==> src/shared/aof_consts.vh <==
/*
 Constants for the converter output format and shutdown block.
 Assumes inclusion by bare name from the design file; definitions only.
*/
`ifndef AOF_CONSTS_VH
`define AOF_CONSTS_VH
`define AOF_CLK_MHZ        100
`define AOF_CONV_TYP_NS    1400
`define AOF_CONV_MAX_NS    2000
`define AOF_ACQ_MAX_NS     150
`define AOF_THRU_NS        2500
`define AOF_NAP_WAKE_NS    200
`define AOF_SLEEP_WAKE_MS  10
`define AOF_RES_W          12
`define AOF_ADDR_W         4
`define AOF_STAT_W         7
`define AOF_MID_CODE       12'h800
`endif

==> src/rtl/aof_top.v <==
/*
 Digital side of an eight channel sampling converter: output word, enables,
 status readback, internal conversion timing and shutdown control.
 Assumes all inputs are synchronous to i_clk and the analog core delivers a
 raw offset-binary result on i_raw_result when asked.
*/
// Overview of operation
// RULE1 - Output word is 12-bit result plus 4-bit mux address and pair bit; code sends only the result and 4-bit mux address, 16 bits.
// RULE2 - Data pins driven only while read strobe and chip select are low.
// RULE3 - Polarity select low gives straight binary coding, LSB is FS/4096.
// RULE4 - Polarity select high gives two's complement coding, LSB span/4096.
// RULE5 - Code transitions lie midway between integer LSB levels.
// RULE6 - Readback puts the 7-bit status word on the top data pins.
// RULE7 - Readback keeps the lower nine data pins undriven always.
// RULE8 - Conversion timed internally, typical 1400ns, at most 2us; code holds it in conversion past that while the result buffer is full.
// RULE9 - Acquisition within 150ns, full sample cycle 2.5us.
// RULE10 - Low shutdown input enters shutdown, high input leaves it.
// RULE11 - Chip select low while shutting down selects Nap.
// RULE12 - Nap keeps logic and reference up; host waits 200ns to convert.
// RULE13 - Host waits about 10ms after Sleep before accurate conversions.
// RULE14 - Host should hold its bus quiet or buffer it during conversions.
// RULE15 - Start low with chip select low begins a conversion, never restarted.
// RULE16 - Busy output stays low through the conversion, rises with result.
// RULE17 - Shutdown with chip select high selects Sleep, reference off.
// RULE18 - No conversion starts in either shutdown state.
`timescale 1ns/100ps
`include "aof_consts.vh"
module aof_top
#(
    parameter RES_W  = `AOF_RES_W,
    parameter ADDR_W = `AOF_ADDR_W,
    parameter STAT_W = `AOF_STAT_W
)
(
    input  wire                     i_clk,
    input  wire                     i_rst_n,
    input  wire                     i_chip_select_n,
    input  wire                     i_read_n,
    input  wire                     i_convert_start_n,
    input  wire                     i_power_down_n,
    input  wire                     i_polarity_select,
    input  wire                     i_readback_mode,
    input  wire [STAT_W-1:0]        i_sequencer_status_word,
    input  wire [ADDR_W-1:0]        i_mux_addr,
    input  wire [RES_W-1:0]         i_raw_result,
    input  wire                     i_host_ready,
    output reg  [RES_W+ADDR_W-1:0]  o_data,
    output wire [RES_W+ADDR_W-1:0]  o_data_oe_n,
    output wire                     o_busy_n,
    output wire                     o_sample,
    output wire                     o_nap,
    output wire                     o_sleep,
    output wire                     o_word_valid
);
    // ======================================================================
    // Timing counts
    // ======================================================================
    localparam CONV_CYC  = (`AOF_CONV_TYP_NS * `AOF_CLK_MHZ) / 1000;
    localparam ACQ_CYC   = (`AOF_ACQ_MAX_NS * `AOF_CLK_MHZ) / 1000;
    localparam THRU_CYC  = (`AOF_THRU_NS * `AOF_CLK_MHZ) / 1000;
    localparam [1:0] ST_IDLE = 2'h0;
    localparam [1:0] ST_ACQ  = 2'h1;
    localparam [1:0] ST_CONV = 2'h2;
    localparam [1:0] ST_HOLD = 2'h3;
    localparam DW = RES_W + ADDR_W;

    reg  [1:0]  state_reg;
    reg  [1:0]  state_next;
    reg  [8:0]  cnt_reg;
    reg  [8:0]  cnt_next;
    reg         nap_reg;
    reg         sleep_reg;
    reg         start_d_reg;
    reg  [DW-1:0] word_c;
    wire        shut;
    wire        start_fall;
    wire        buf_in_ready;
    wire        push;
    wire [DW-1:0] buf_data;
    wire        buf_valid;

    // ======================================================================
    // Shutdown control
    // ======================================================================
    // Shutdown type is latched when the shutdown input falls.
    always @(posedge i_clk or negedge i_rst_n)
    begin
        if (!i_rst_n)
        begin
            nap_reg   <= 1'b0;
            sleep_reg <= 1'b0;
        end
        else if (i_power_down_n)
        begin
            nap_reg   <= 1'b0; // see RULE10
            sleep_reg <= 1'b0;
        end
        else if (!nap_reg && !sleep_reg)
        begin
            nap_reg   <= ~i_chip_select_n; // see RULE11 RULE12
            sleep_reg <= i_chip_select_n;  // see RULE17
        end
    end
    assign shut    = nap_reg | sleep_reg | ~i_power_down_n;
    assign o_nap   = nap_reg;
    assign o_sleep = sleep_reg;

    // ======================================================================
    // Conversion sequencer
    // ======================================================================
    // Start is the falling edge of the start input with chip select low.
    always @(posedge i_clk or negedge i_rst_n)
    begin
        if (!i_rst_n)
            start_d_reg <= 1'b1;
        else
            start_d_reg <= i_convert_start_n;
    end
    assign start_fall = start_d_reg & ~i_convert_start_n & ~i_chip_select_n;

    // Acquire, convert, then hold out the rest of the sample cycle.
    always @*
    begin
        state_next = state_reg;
        cnt_next   = cnt_reg + 9'h001;
        case (state_reg)
            ST_IDLE:
            begin
                cnt_next = 9'h000;
                if (start_fall && !shut && !i_readback_mode) // see RULE15 RULE18
                    state_next = ST_ACQ;
            end
            ST_ACQ:
                if (cnt_reg == ACQ_CYC - 1) // see RULE9
                begin
                    state_next = ST_CONV;
                    cnt_next   = 9'h000;
                end
            ST_CONV:
                if (cnt_reg == CONV_CYC - 1 && buf_in_ready) // see RULE8
                    state_next = ST_HOLD;
            ST_HOLD:
                if (cnt_reg >= THRU_CYC - ACQ_CYC - 1) // see RULE9
                    state_next = ST_IDLE;
            default:
                state_next = ST_IDLE;
        endcase
    end

    always @(posedge i_clk or negedge i_rst_n)
    begin
        if (!i_rst_n)
        begin
            state_reg <= ST_IDLE;
            cnt_reg   <= 9'h000;
        end
        else
        begin
            state_reg <= state_next;
            cnt_reg   <= (state_reg == ST_CONV && cnt_reg == CONV_CYC - 1 && !buf_in_ready)
                         ? cnt_reg : cnt_next;
        end
    end
    assign o_busy_n = ~(state_reg == ST_ACQ || state_reg == ST_CONV); // see RULE16
    assign o_sample = (state_reg == ST_ACQ);
    assign push     = (state_reg == ST_CONV) && (cnt_reg == CONV_CYC - 1);

    // ======================================================================
    // Output coding
    // ======================================================================
    // The core rounds at half-LSB thresholds; bipolar flips the sign bit.
    always @*
    begin
        word_c = {i_mux_addr, i_raw_result}; // see RULE1 RULE3 RULE5
        if (i_polarity_select)
            word_c[RES_W-1] = ~i_raw_result[RES_W-1]; // see RULE4
    end

    // ======================================================================
    // Result buffer
    // ======================================================================
    aof_buf2 #(.W(DW)) u_buf
    (
        .i_clk     (i_clk),
        .i_rst_n   (i_rst_n),
        .i_valid   (push),
        .o_ready   (buf_in_ready),
        .i_data    (word_c),
        .o_valid   (buf_valid),
        .i_ready   (i_host_ready),
        .o_data    (buf_data)
    );
    assign o_word_valid = buf_valid;

    // ======================================================================
    // Output drivers
    // ======================================================================
    // Readback shows the status word on the top pins only.
    always @(posedge i_clk or negedge i_rst_n)
    begin
        if (!i_rst_n)
            o_data <= {DW{1'b0}};
        else if (i_readback_mode)
            o_data <= {i_sequencer_status_word, {(DW-STAT_W){1'b0}}}; // see RULE6
        else if (buf_valid)
            o_data <= buf_data;
    end
    assign o_data_oe_n[DW-1:DW-STAT_W] = {STAT_W{i_read_n | i_chip_select_n}}; // see RULE2 RULE6
    assign o_data_oe_n[DW-STAT_W-1:0]  = {(DW-STAT_W){i_read_n | i_chip_select_n
                                          | i_readback_mode}}; // see RULE7
endmodule // aof_top

// ==========================================================================
// Two-entry buffer
// ==========================================================================
module aof_buf2
#(
    parameter W = 16
)
(
    input  wire         i_clk,
    input  wire         i_rst_n,
    input  wire         i_valid,
    output wire         o_ready,
    input  wire [W-1:0] i_data,
    output wire         o_valid,
    input  wire         i_ready,
    output wire [W-1:0] o_data
);
    reg [W-1:0] mem_reg [0:1];
    reg         wp_reg;
    reg         rp_reg;
    reg [1:0]   cnt_reg;
    wire        wr;
    wire        rd;
    assign o_ready = (cnt_reg != 2'h2);
    assign o_valid = (cnt_reg != 2'h0);
    assign wr      = i_valid & o_ready;
    assign rd      = o_valid & i_ready;
    assign o_data  = mem_reg[rp_reg];
    // Pointers and occupancy; a stalled reader lets it fill.
    always @(posedge i_clk or negedge i_rst_n)
    begin
        if (!i_rst_n)
        begin
            wp_reg     <= 1'b0;
            rp_reg     <= 1'b0;
            cnt_reg    <= 2'h0;
            mem_reg[0] <= {W{1'b0}};
            mem_reg[1] <= {W{1'b0}};
        end
        else
        begin
            if (wr)
            begin
                mem_reg[wp_reg] <= i_data;
                wp_reg          <= ~wp_reg;
            end
            if (rd)
                rp_reg <= ~rp_reg;
            cnt_reg <= cnt_reg + {1'b0, wr} - {1'b0, rd};
        end
    end
endmodule // aof_buf2

==> config.mk <==
export PLATFORM = sky130hd
export DESIGN_NAME = aof_top
export DESIGN_NICKNAME = d
export VERILOG_FILES = /design/src/rtl/aof_top.v
export VERILOG_INCLUDE_DIRS = /design/src /design/src/shared
export SDC_FILE = /design/constraint.sdc
export NUM_CORES = 1
export LEC_CHECK = 0
export BUFFER_PORTS_ARGS = -buffer_cell sky130_fd_sc_hd__buf_4
export CAP_MARGIN = 30
export CORE_ASPECT_RATIO = 0.6
export CORE_UTILIZATION = 45
export DETAILED_ROUTE_END_ITERATION = 6
export PLACE_DENSITY = 0.73
export SETUP_SLACK_MARGIN = 0.3
export SYNTH_ARGS = -nofsm -noshare
export SYNTH_HDL_FRONTEND = slang
export SYNTH_SLANG_ARGS = --single-unit
==> constraint.sdc <==
create_clock -name i_clk -period 5.8 [get_ports i_clk]
set_clock_uncertainty 0.2 [all_clocks]
set_input_delay 0.87 -clock i_clk [delete_from_list [all_inputs] [get_ports i_clk]]
set_output_delay 0.87 -clock i_clk [all_outputs]
set_load 0.1 [all_outputs]
==> results.yml, run 1 <==
run_status:
  status: "finished, final reports clean"
min_path:
  hold_depth: 1
  min_path_type: "reg -> reg"
global_routing:
  grt_usage_pct: 18.6
  grt_pass1_wl_um: 9920
  grt_overflow: 0
  grt_pass1_vias: 2088
  antenna_found_initial: 0
  grt_max_degree: 67
setup_path:
  cpPeakStageDelay_ps: 690
  critPathKind: "reg -> out"
  cp-start-kind: "flop"
  end_kind: "output pin"
  path_max_fanout: 20
  r2r_cells: 8
  crit_chain: "nor2_1 > inv_1 > buf_4"
  required_ps: 4730
  critPathArrivalTime_ps: 2360
  critPathSlowestCell: "nor2_1"
drt:
  final_antenna_net_count: 0
  vias: 2116
  dr.pass1.iters: 4
  wl_um: 6120
  viasPerCell: 5.06
  drc: 0
  dr.first_iter.drc_count: 89
  routedWlPerCell_um: 14.6
yosys:
  synth_largest_area_cell: "dfrtp_1"
  synth_most_common_cell: "dfrtp_1"
  synth_area_um2: 3170
  async_flop_share_pct: 100
  netlist.area_leader.share_pct: 51.3
  yosys-top-cells-area: "dfrtp_1, mux2_2, mux2i_1"
  synth_cell_types: 41
  synth_warnings: 0
  syn_avg_cell_area_um2: 11.6
  synth.net_count: 314
  synth-seq-area-share_pct: 52.2
  yosys-top-cells-count: "dfrtp_1, mux2_2, nor2_1"
  synth-main-ff-cell: "dfrtp_1"
  synth_edf_count: 0
  synth_seq_cells: 66
  synth_cells: 274
placement:
  port_buffers: 68
  gp_congestion: 0.832
  dpl_worst_slack_ps: 2740
  placed_area_um2: 3610
  place_hpwl_um: 4230
die:
  dieHeight_um: 67.0
  coreArea_um2: 6730
  placementRows: 23
  die_area_um2: 7390
  ios: 69
  dieWidth_um: 110
  initial_core_util_pct: 47.0
sta:
  maxSlewViolCount: 0
  clock.fmax_ghz: 0.292
  holdWs_ps: 303
  rsz0062_at_grt: "no"
  fin_setup_tns_ps: 0
  min_period_ps: 3430
  fin_crit_sh_pct: 59.1
  maxSlewHeadroom_pct: 28.4
  fin_ws_ps: 2370
  worstMarginPinSlew_ps: 1060
  hold_viol: 0
  setup_viol: 0
clocking:
  cts_buffers: 9
  cts_root_buf: "clkbuf_16"
  cts.sinks: 66
  cts_resized: 0
  cts_hold_buf: 0
  postCtsSetupRepairBufs: 0
  insertion_delay_ps: 330
  clock_path_buffers: 2
  clk_pin_slew_worst_paths_ps: 50
  htreeDepth: 3
  cts_tree: "done"
layout:
  seq_area_um2: 1650
  finalNetCount: 368
  multi_input_area_um2: 1290
  fillers: 582
  finalInstanceArea_um2: 3900
  drive_gt1_share_pct: 36.3
  antenna_cells: 0
  areaGrowthSynthToFinish_pct: 23.2
  largest_reg_flops: 32
flow_run:
  drv_cap: 0
pwr:
  p_leak_nw: 1.94
  ir_worst_vdd_mv: 0.336
  p_total_mw: 1.74
  power_density_nw_per_um2: 446
where the power goes:
part | switching (mW) | internal, mW
Clock | 0.183 | 0.349
Combinational | 0.468 | 0.159
Sequential | 0.0658 | 0.516
Total | 0.717 | 1.02
final cells by class:
class / instances / share of cell area [%]
multi-input cells: 171 / 33.1
well taps: 87 / 2.79
inverters: 12 / 1.15
flip-flops and latches: 66 / 42.3
clock inverters: 3 / 1.03
clock buffers: 11 / 6.47
repair buffers: 68 / 13.1
cells by family after synthesis:
family / after synthesis / share of synthesized area (%)
buffers and inverters: 37 / 6.99
adder cells (fa/ha/maj): 8 / 3.16
XOR/XNOR: 9 / 2.49
AO/OA/AOI/OAI: 38 / 7.58
multiplexers: 49 / 16.7
AND/OR/NAND/NOR: 67 / 10.9
flip-flops: 66 / 52.2
cell usage in the layout, fill, tap and decap left out, types with 3 or more instances in the layout:
cell type and n:
nor2b_1 3, a21oi_1 9, a211oi_1 9, nand3_1 3, dfrtp_1 65, nand2b_1 3
ha_1 8, inv_1 12, buf_4 68, nor2_1 29, clkbuf_16 9, nand2_1 11
mux2i_1 17, xor2_1 5, mux2_2 32, o21ai_0 11, xnor2_1 4
critical path, delay by kind of cell, from the launching register on:
| family | cells | cell delay (ps) |
|---|---|---|
| buf+inv | 2 | 920 |
| flops | 1 | 420 |
| simple gates | 1 | 690 |
per-layer routing:
layer / GRT usage (%) / up-vias / wire length (µm)
met5: 0 / - / 0
met4: 7.40 / 0 / 99
met3: 6.16 / 10 / 275
met2: 29.6 / 52 / 2700
met1: 23.3 / 1015 / 3050
li1: - / 1039 / -
per-stage QoR:
| step | utilization (%) | cells |
|---|---|---|
| floorplan | - | 274 |
| global placement | 53.6 | 404 |
| detailed placement | 53.6 | 404 |
| CTS | 58.0 | 418 |
| global route | 58.0 | 418 |
| finish | 58.0 | 418 |
final timing paths:
path / from / end / slack, ps
max: u_buf.cnt_reg[1]$_DFF_PN0_ / o_word_valid / 2370
min: u_buf.wp_reg$_DFFE_PN0P_ / u_buf.wp_reg$_DFFE_PN0P_ / 300
max reg2reg: u_buf.cnt_reg[1]$_DFF_PN0_ / u_buf.cnt_reg[1]$_DFF_PN0_ / 2690
min reg2reg: u_buf.wp_reg$_DFFE_PN0P_ / u_buf.wp_reg$_DFFE_PN0P_ / 300
max in group asynchronous: i_rst_n / state_reg[1]$_DFFE_PN0P_ / 4430
min in group asynchronous: i_rst_n / u_buf.mem_reg[8]$_DFFE_PN0P_ / 440
Power figures use the tool's default switching activity.
==> run 2, diff against run 1 <==
Clock period 5.8 ns to 3.4 ns, I/O delays scaled along.
==> run 2 against run 1 <==
Effect of this change:
- sequential share of layout area down 0.19 points
- via count up 1.9%
- non-clock buffer count up 3
- worst hold slack worse by 220 ps
==> results.yml, run 2 (synthesized netlist as in run 1, its figures left out) <==
run_status:
  status: "finished, final reports clean"
flow_run:
  drv_cap: 0
drt:
  dr.first_iter.drc_count: 64
  routedWlPerCell_um: 14.7
  final_antenna_net_count: 0
  vias: 2156
  viasPerCell: 5.10
  dr.pass1.iters: 4
  wl_um: 6220
  drc: 0
setup_path:
  cpPeakStageDelay_ps: 660
  cp-start-kind: "flop"
  critPathArrivalTime_ps: 2820
  end_kind: "flop"
  path_delay_family: "simple AND/OR/NAND/NOR gates"
  path_max_fanout: 16
  r2r_cells: 4
  path_buf_inv: 0
  required_ps: 3410
  critPathKind: "reg -> reg"
  critPathSlowestCell: "and2b_1"
  crit_chain: "or4_4 > nor4_4 > and2b_1 > mux2_2"
  cp.depth: 4
clocking:
  cts_tree: "done"
  cts_root_buf: "clkbuf_16"
  postCtsSetupRepairBufs: 0
  cts_hold_buf: 0
  insertion_delay_ps: 330
  cts_resized: 0
  htreeDepth: 3
  clock_path_buffers: 2
  cts.sinks: 66
  clk_pin_slew_worst_paths_ps: 50
  cts_buffers: 9
die:
  dieHeight_um: 67.0
  placementRows: 23
  coreArea_um2: 6730
  ios: 69
  initial_core_util_pct: 47.0
  die_area_um2: 7390
  dieWidth_um: 110
layout:
  final_common_cell: "buf_4"
  mostFrequentLayoutCells: "buf_4, dfrtp_1, mux2_2, nor2_1, mux2i_1"
  finalNetCount: 371
  antenna_cells: 0
  fin_cells: 423
  drive_gt1_share_pct: 36.6
  areaGrowthSynthToFinish_pct: 23.8
  largest_reg_flops: 32
global_routing:
  antenna_found_initial: 0
  grt_pass1_wl_um: 9940
  grt_overflow: 0
  grt_max_degree: 67
  grt_pass1_vias: 2022
  grt_usage_pct: 18.6
placement:
  place_hpwl_um: 4320
  gp_congestion: 0.821
  dpl.cell_count: 407
  port_buffers: 68
sta:
  rsz0062_at_grt: "no"
  maxSlewViolCount: 0
  clock.fmax_ghz: 0.355
  fin_crit_sh_pct: 82.8
  holdWs_ps: 83.0
  worstMarginPinSlew_ps: 995
  setup_viol: 0
  min_period_ps: 2820
  fin_setup_tns_ps: 0
  hold_viol: 0
  maxSlewHeadroom_pct: 33.6
pwr:
  p_leak_nw: 1.94
  ir_worst_vdd_mv: 0.419
  power_density_nw_per_um2: 756
min_path:
  min_path_type: "in -> async"
==> run 2: changes by cell type in the layout (fill, tap and decap cells not counted) <==
cell	previous run	this run
buf_4	68	71
clkbuf_8	2	0
clkbuf_1	0	2
clkinvlp_4	0	2
==> run 2: layout make-up <==
| class | instances | area (µm²) |
|---|---|---|
| fill | 583 | 2810 |
| sequential | 66 | 1650 |
| tap | 87 | 109 |
| clock buffer | 11 | 233 |
| multi-input combinational | 171 | 1290 |
| timing repair buffer | 71 | 533 |
| inverter | 12 | 45.0 |
| clock inverter | 5 | 55.1 |
==> run 2: power by group <==
part           leakage (nW)  internal (mW)  switching (mW)
Sequential            0.835          0.880           0.110
Combinational         0.972          0.286           0.807
Clock                 0.136          0.564           0.317
==> run 2: worst paths after layout <==
| kind | slack (ps) | end | from |
|---|---|---|---|
| worst max register to register | 580 | u_buf.mem_reg[26]$_DFFE_PN0P_ | cnt_reg[4]$_DFFE_PN0N_ |
| worst max-delay path | 580 | u_buf.mem_reg[26]$_DFFE_PN0P_ | cnt_reg[4]$_DFFE_PN0N_ |
| worst min register to register | 300 | u_buf.mem_reg[11]$_DFFE_PN0P_ | u_buf.mem_reg[11]$_DFFE_PN0P_ |
| worst min-delay path | 80 | o_data[8]$_DFFE_PN0P_ | i_rst_n |
| max in group asynchronous | 2400 | state_reg[1]$_DFFE_PN0P_ | i_rst_n |
| min in group i_clk | 100 | start_d_reg$_DFF_PN1_ | i_convert_start_n |
==> run 2: per-stage QoR <==
stage / area, µm² / utilization, % / total power [mW] / setup slack, ps
final: 3920 / 58.2 / 2.96 / 585
after global routing: 3920 / 58.2 / 3.11 / 461
after CTS: 3920 / 58.2 / 2.99 / 537
after detailed placement: 3630 / 54.0 / 2.10 / 586
after global placement: 3630 / 54.0 / 2.08 / 677
after floorplan: 3170 / - / 1.84 / 852
==> run 2: worst reg2reg max path, stage by stage, from the launching register on <==
cell and delay, ps:
dfrtp_1 470, or4_4 600, nor4_4 350, and2b_1 660
mux2_2 420
==> run 2: metal layers <==
layer  global-route usage, %  up-vias  part of all wire, %  routed length, µm
li1                        -     1051                    -                  -
met1                    24.9     1048                   48               2980
met2                    27.6       52                   45               2800
met3                    7.83        5                  6.4                400
met4                    4.77        0                 0.60                 37
met5                       0        -                    0                  0
==> run 3, diff against run 2 <==
Settings changed: PLACE_DENSITY 0.73 to 0.76.
Clock period 3.4 ns to 2.5 ns, I/O delays scaled along.
==> run 3 against run 2 <==
Effect of this change:
- sequential power increased by 32%
- via count grew 5.8%
- largest power group unchanged
- worst setup slack lost 270 ps
- combinational power is 42% higher
- register-to-register slack worse by 270 ps
- core utilization is 4.3 points higher
- sequential share of layout area is 2.9 points lower
- flip-flop and latch count unchanged
- global-route usage grew 2.4 points
- highest routed layer unchanged
- total power up 38%
==> results.yml, run 3 (synthesized netlist as in run 1, its figures left out) <==
run_status:
  status: "finished, final reports clean"
drt:
  final_antenna_net_count: 0
  dr.pass1.iters: 4
  routedWlPerCell_um: 15.4
  wl_um: 6840
  drc: 0
  viasPerCell: 5.15
  vias: 2281
  dr.first_iter.drc_count: 120
die:
  coreArea_um2: 6730
  initial_core_util_pct: 47.0
  placementRows: 23
  dieWidth_um: 110
  dieHeight_um: 67.0
  die_area_um2: 7390
  ios: 69
setup_path:
  cp-start-kind: "flop"
  critPathKind: "reg -> reg"
  end_kind: "flop"
  critPathArrivalTime_ps: 2200
  required_ps: 2510
  path_max_fanout: 8
layout:
  fin_cells: 443
  drive_gt1_share_pct: 41.9
  areaGrowthSynthToFinish_pct: 32.8
  antenna_cells: 0
  largest_reg_flops: 32
  finalNetCount: 392
  final_core_util_pct: 62.5
  final_common_cell: "buf_4"
  mostFrequentLayoutCells: "buf_4, dfrtp_1, nor2_1, mux2i_1"
sta:
  rsz0062_at_grt: "yes"
  min_period_ps: 2190
  clock.fmax_ghz: 0.458
  fin_crit_sh_pct: 87.4
  fin_ws_ps: 315
  maxSlewViolCount: 0
  hold_viol: 0
  setup_viol: 0
  fin_setup_tns_ps: 0
  worstMarginPinSlew_ps: 834
  maxSlewHeadroom_pct: 44.4
clocking:
  cts_root_buf: "clkbuf_16"
  clk_pin_slew_worst_paths_ps: 50
  cts.sinks: 66
  clock_path_buffers: 2
  cts_buffers: 9
  htreeDepth: 3
  cts_tree: "done"
  insertion_delay_ps: 330
placement:
  gp_congestion: 0.807
  port_buffers: 68
  dpl.cell_count: 414
  dpl_worst_slack_ps: 156
  place_hpwl_um: 4500
global_routing:
  grt_max_degree: 67
  grt_util_met2_pct: 30.9
  grt_usage_pct: 21.0
  antenna_found_initial: 0
  busiest_layer: "met2"
  grt_pass1_wl_um: 11200
  use_met3_pct: 8.51
  grt_pass1_vias: 2220
  grt_overflow: 0
  met1_usage_pct: 29.1
pwr:
  ir_worst_vdd_mv: 0.856
  power_density_nw_per_um2: 974
  p_leak_nw: 2.07
flow_run:
  drv_cap: 0
min_path:
  min_path_type: "in -> reg"
## run 3: area by class of cell
| type | instances | area (µm²) |
|---|---|---|
| Clock inverter | 5 | 55.1 |
| Timing Repair Buffer | 92 | 739 |
| Tap cell | 87 | 109 |
| Clock buffer | 10 | 239 |
| Sequential cell | 66 | 1650 |
| Inverter | 12 | 45.0 |
| Fill cell | 536 | 2530 |
| Multi-Input combinational cell | 171 | 1370 |
## run 3: timing repair
action / CTS / global route
setup endpoints to repair: 16 / 36
resized for setup: 10 / 4
buffers inserted: 5 / 6
pin swaps: 2 / 2
hold endpoints to repair: 66 / 0
hold buffers: 2 / 0
cloned: 1 / 0
## run 3: layer usage
layer,vias to the layer above,wire length (µm)
li1,1090,-
met1,1114,3350
met2,72,3000
met3,5,445
met4,0,38
met5,-,0
## run 3: critical path: stages, from the launching register on
cell and delay [ps]:
dfrtp_1 380, or4_4 550, nor4_4 180, and2b_2 210
buf_6 110, buf_16 130, mux2_4 300
## run 3: per-stage QoR
stage	area [µm²]	power [mW]	hold slack [ps]
2_1_floorplan	3210	2.51	-121
3_3_place_gp	3740	2.85	287
3_5_place_dp	3740	2.87	294
4_1_cts	4150	4.13	7.05
5_1_grt	4210	4.28	12.0
6_report	4210	4.10	20.4
## run 3: worst paths after layout
path                                          startpoint  cells after the start  slack, ps                            end
max                               cnt_reg[6]$_DFFE_PN0N_                      6        310  u_buf.mem_reg[29]$_DFFE_PN0P_
min                                       i_power_down_n                      2         20            o_sleep$_DFFE_PN0P_
max reg2reg                       cnt_reg[6]$_DFFE_PN0N_                      6        310  u_buf.mem_reg[29]$_DFFE_PN0P_
min reg2reg                u_buf.mem_reg[14]$_DFFE_PN0P_                      1        300  u_buf.mem_reg[14]$_DFFE_PN0P_
max in group asynchronous                        i_rst_n                      2       1070  u_buf.mem_reg[23]$_DFFE_PN0P_
min in group asynchronous                        i_rst_n                      2        490         cnt_reg[0]$_DFFE_PN0N_
## run 3: where the power goes
group	internal [mW]	switching [mW]	total (mW)
logic	0.396	1.15	1.55
clock network	0.789	0.452	1.24
registers	1.20	0.111	1.31
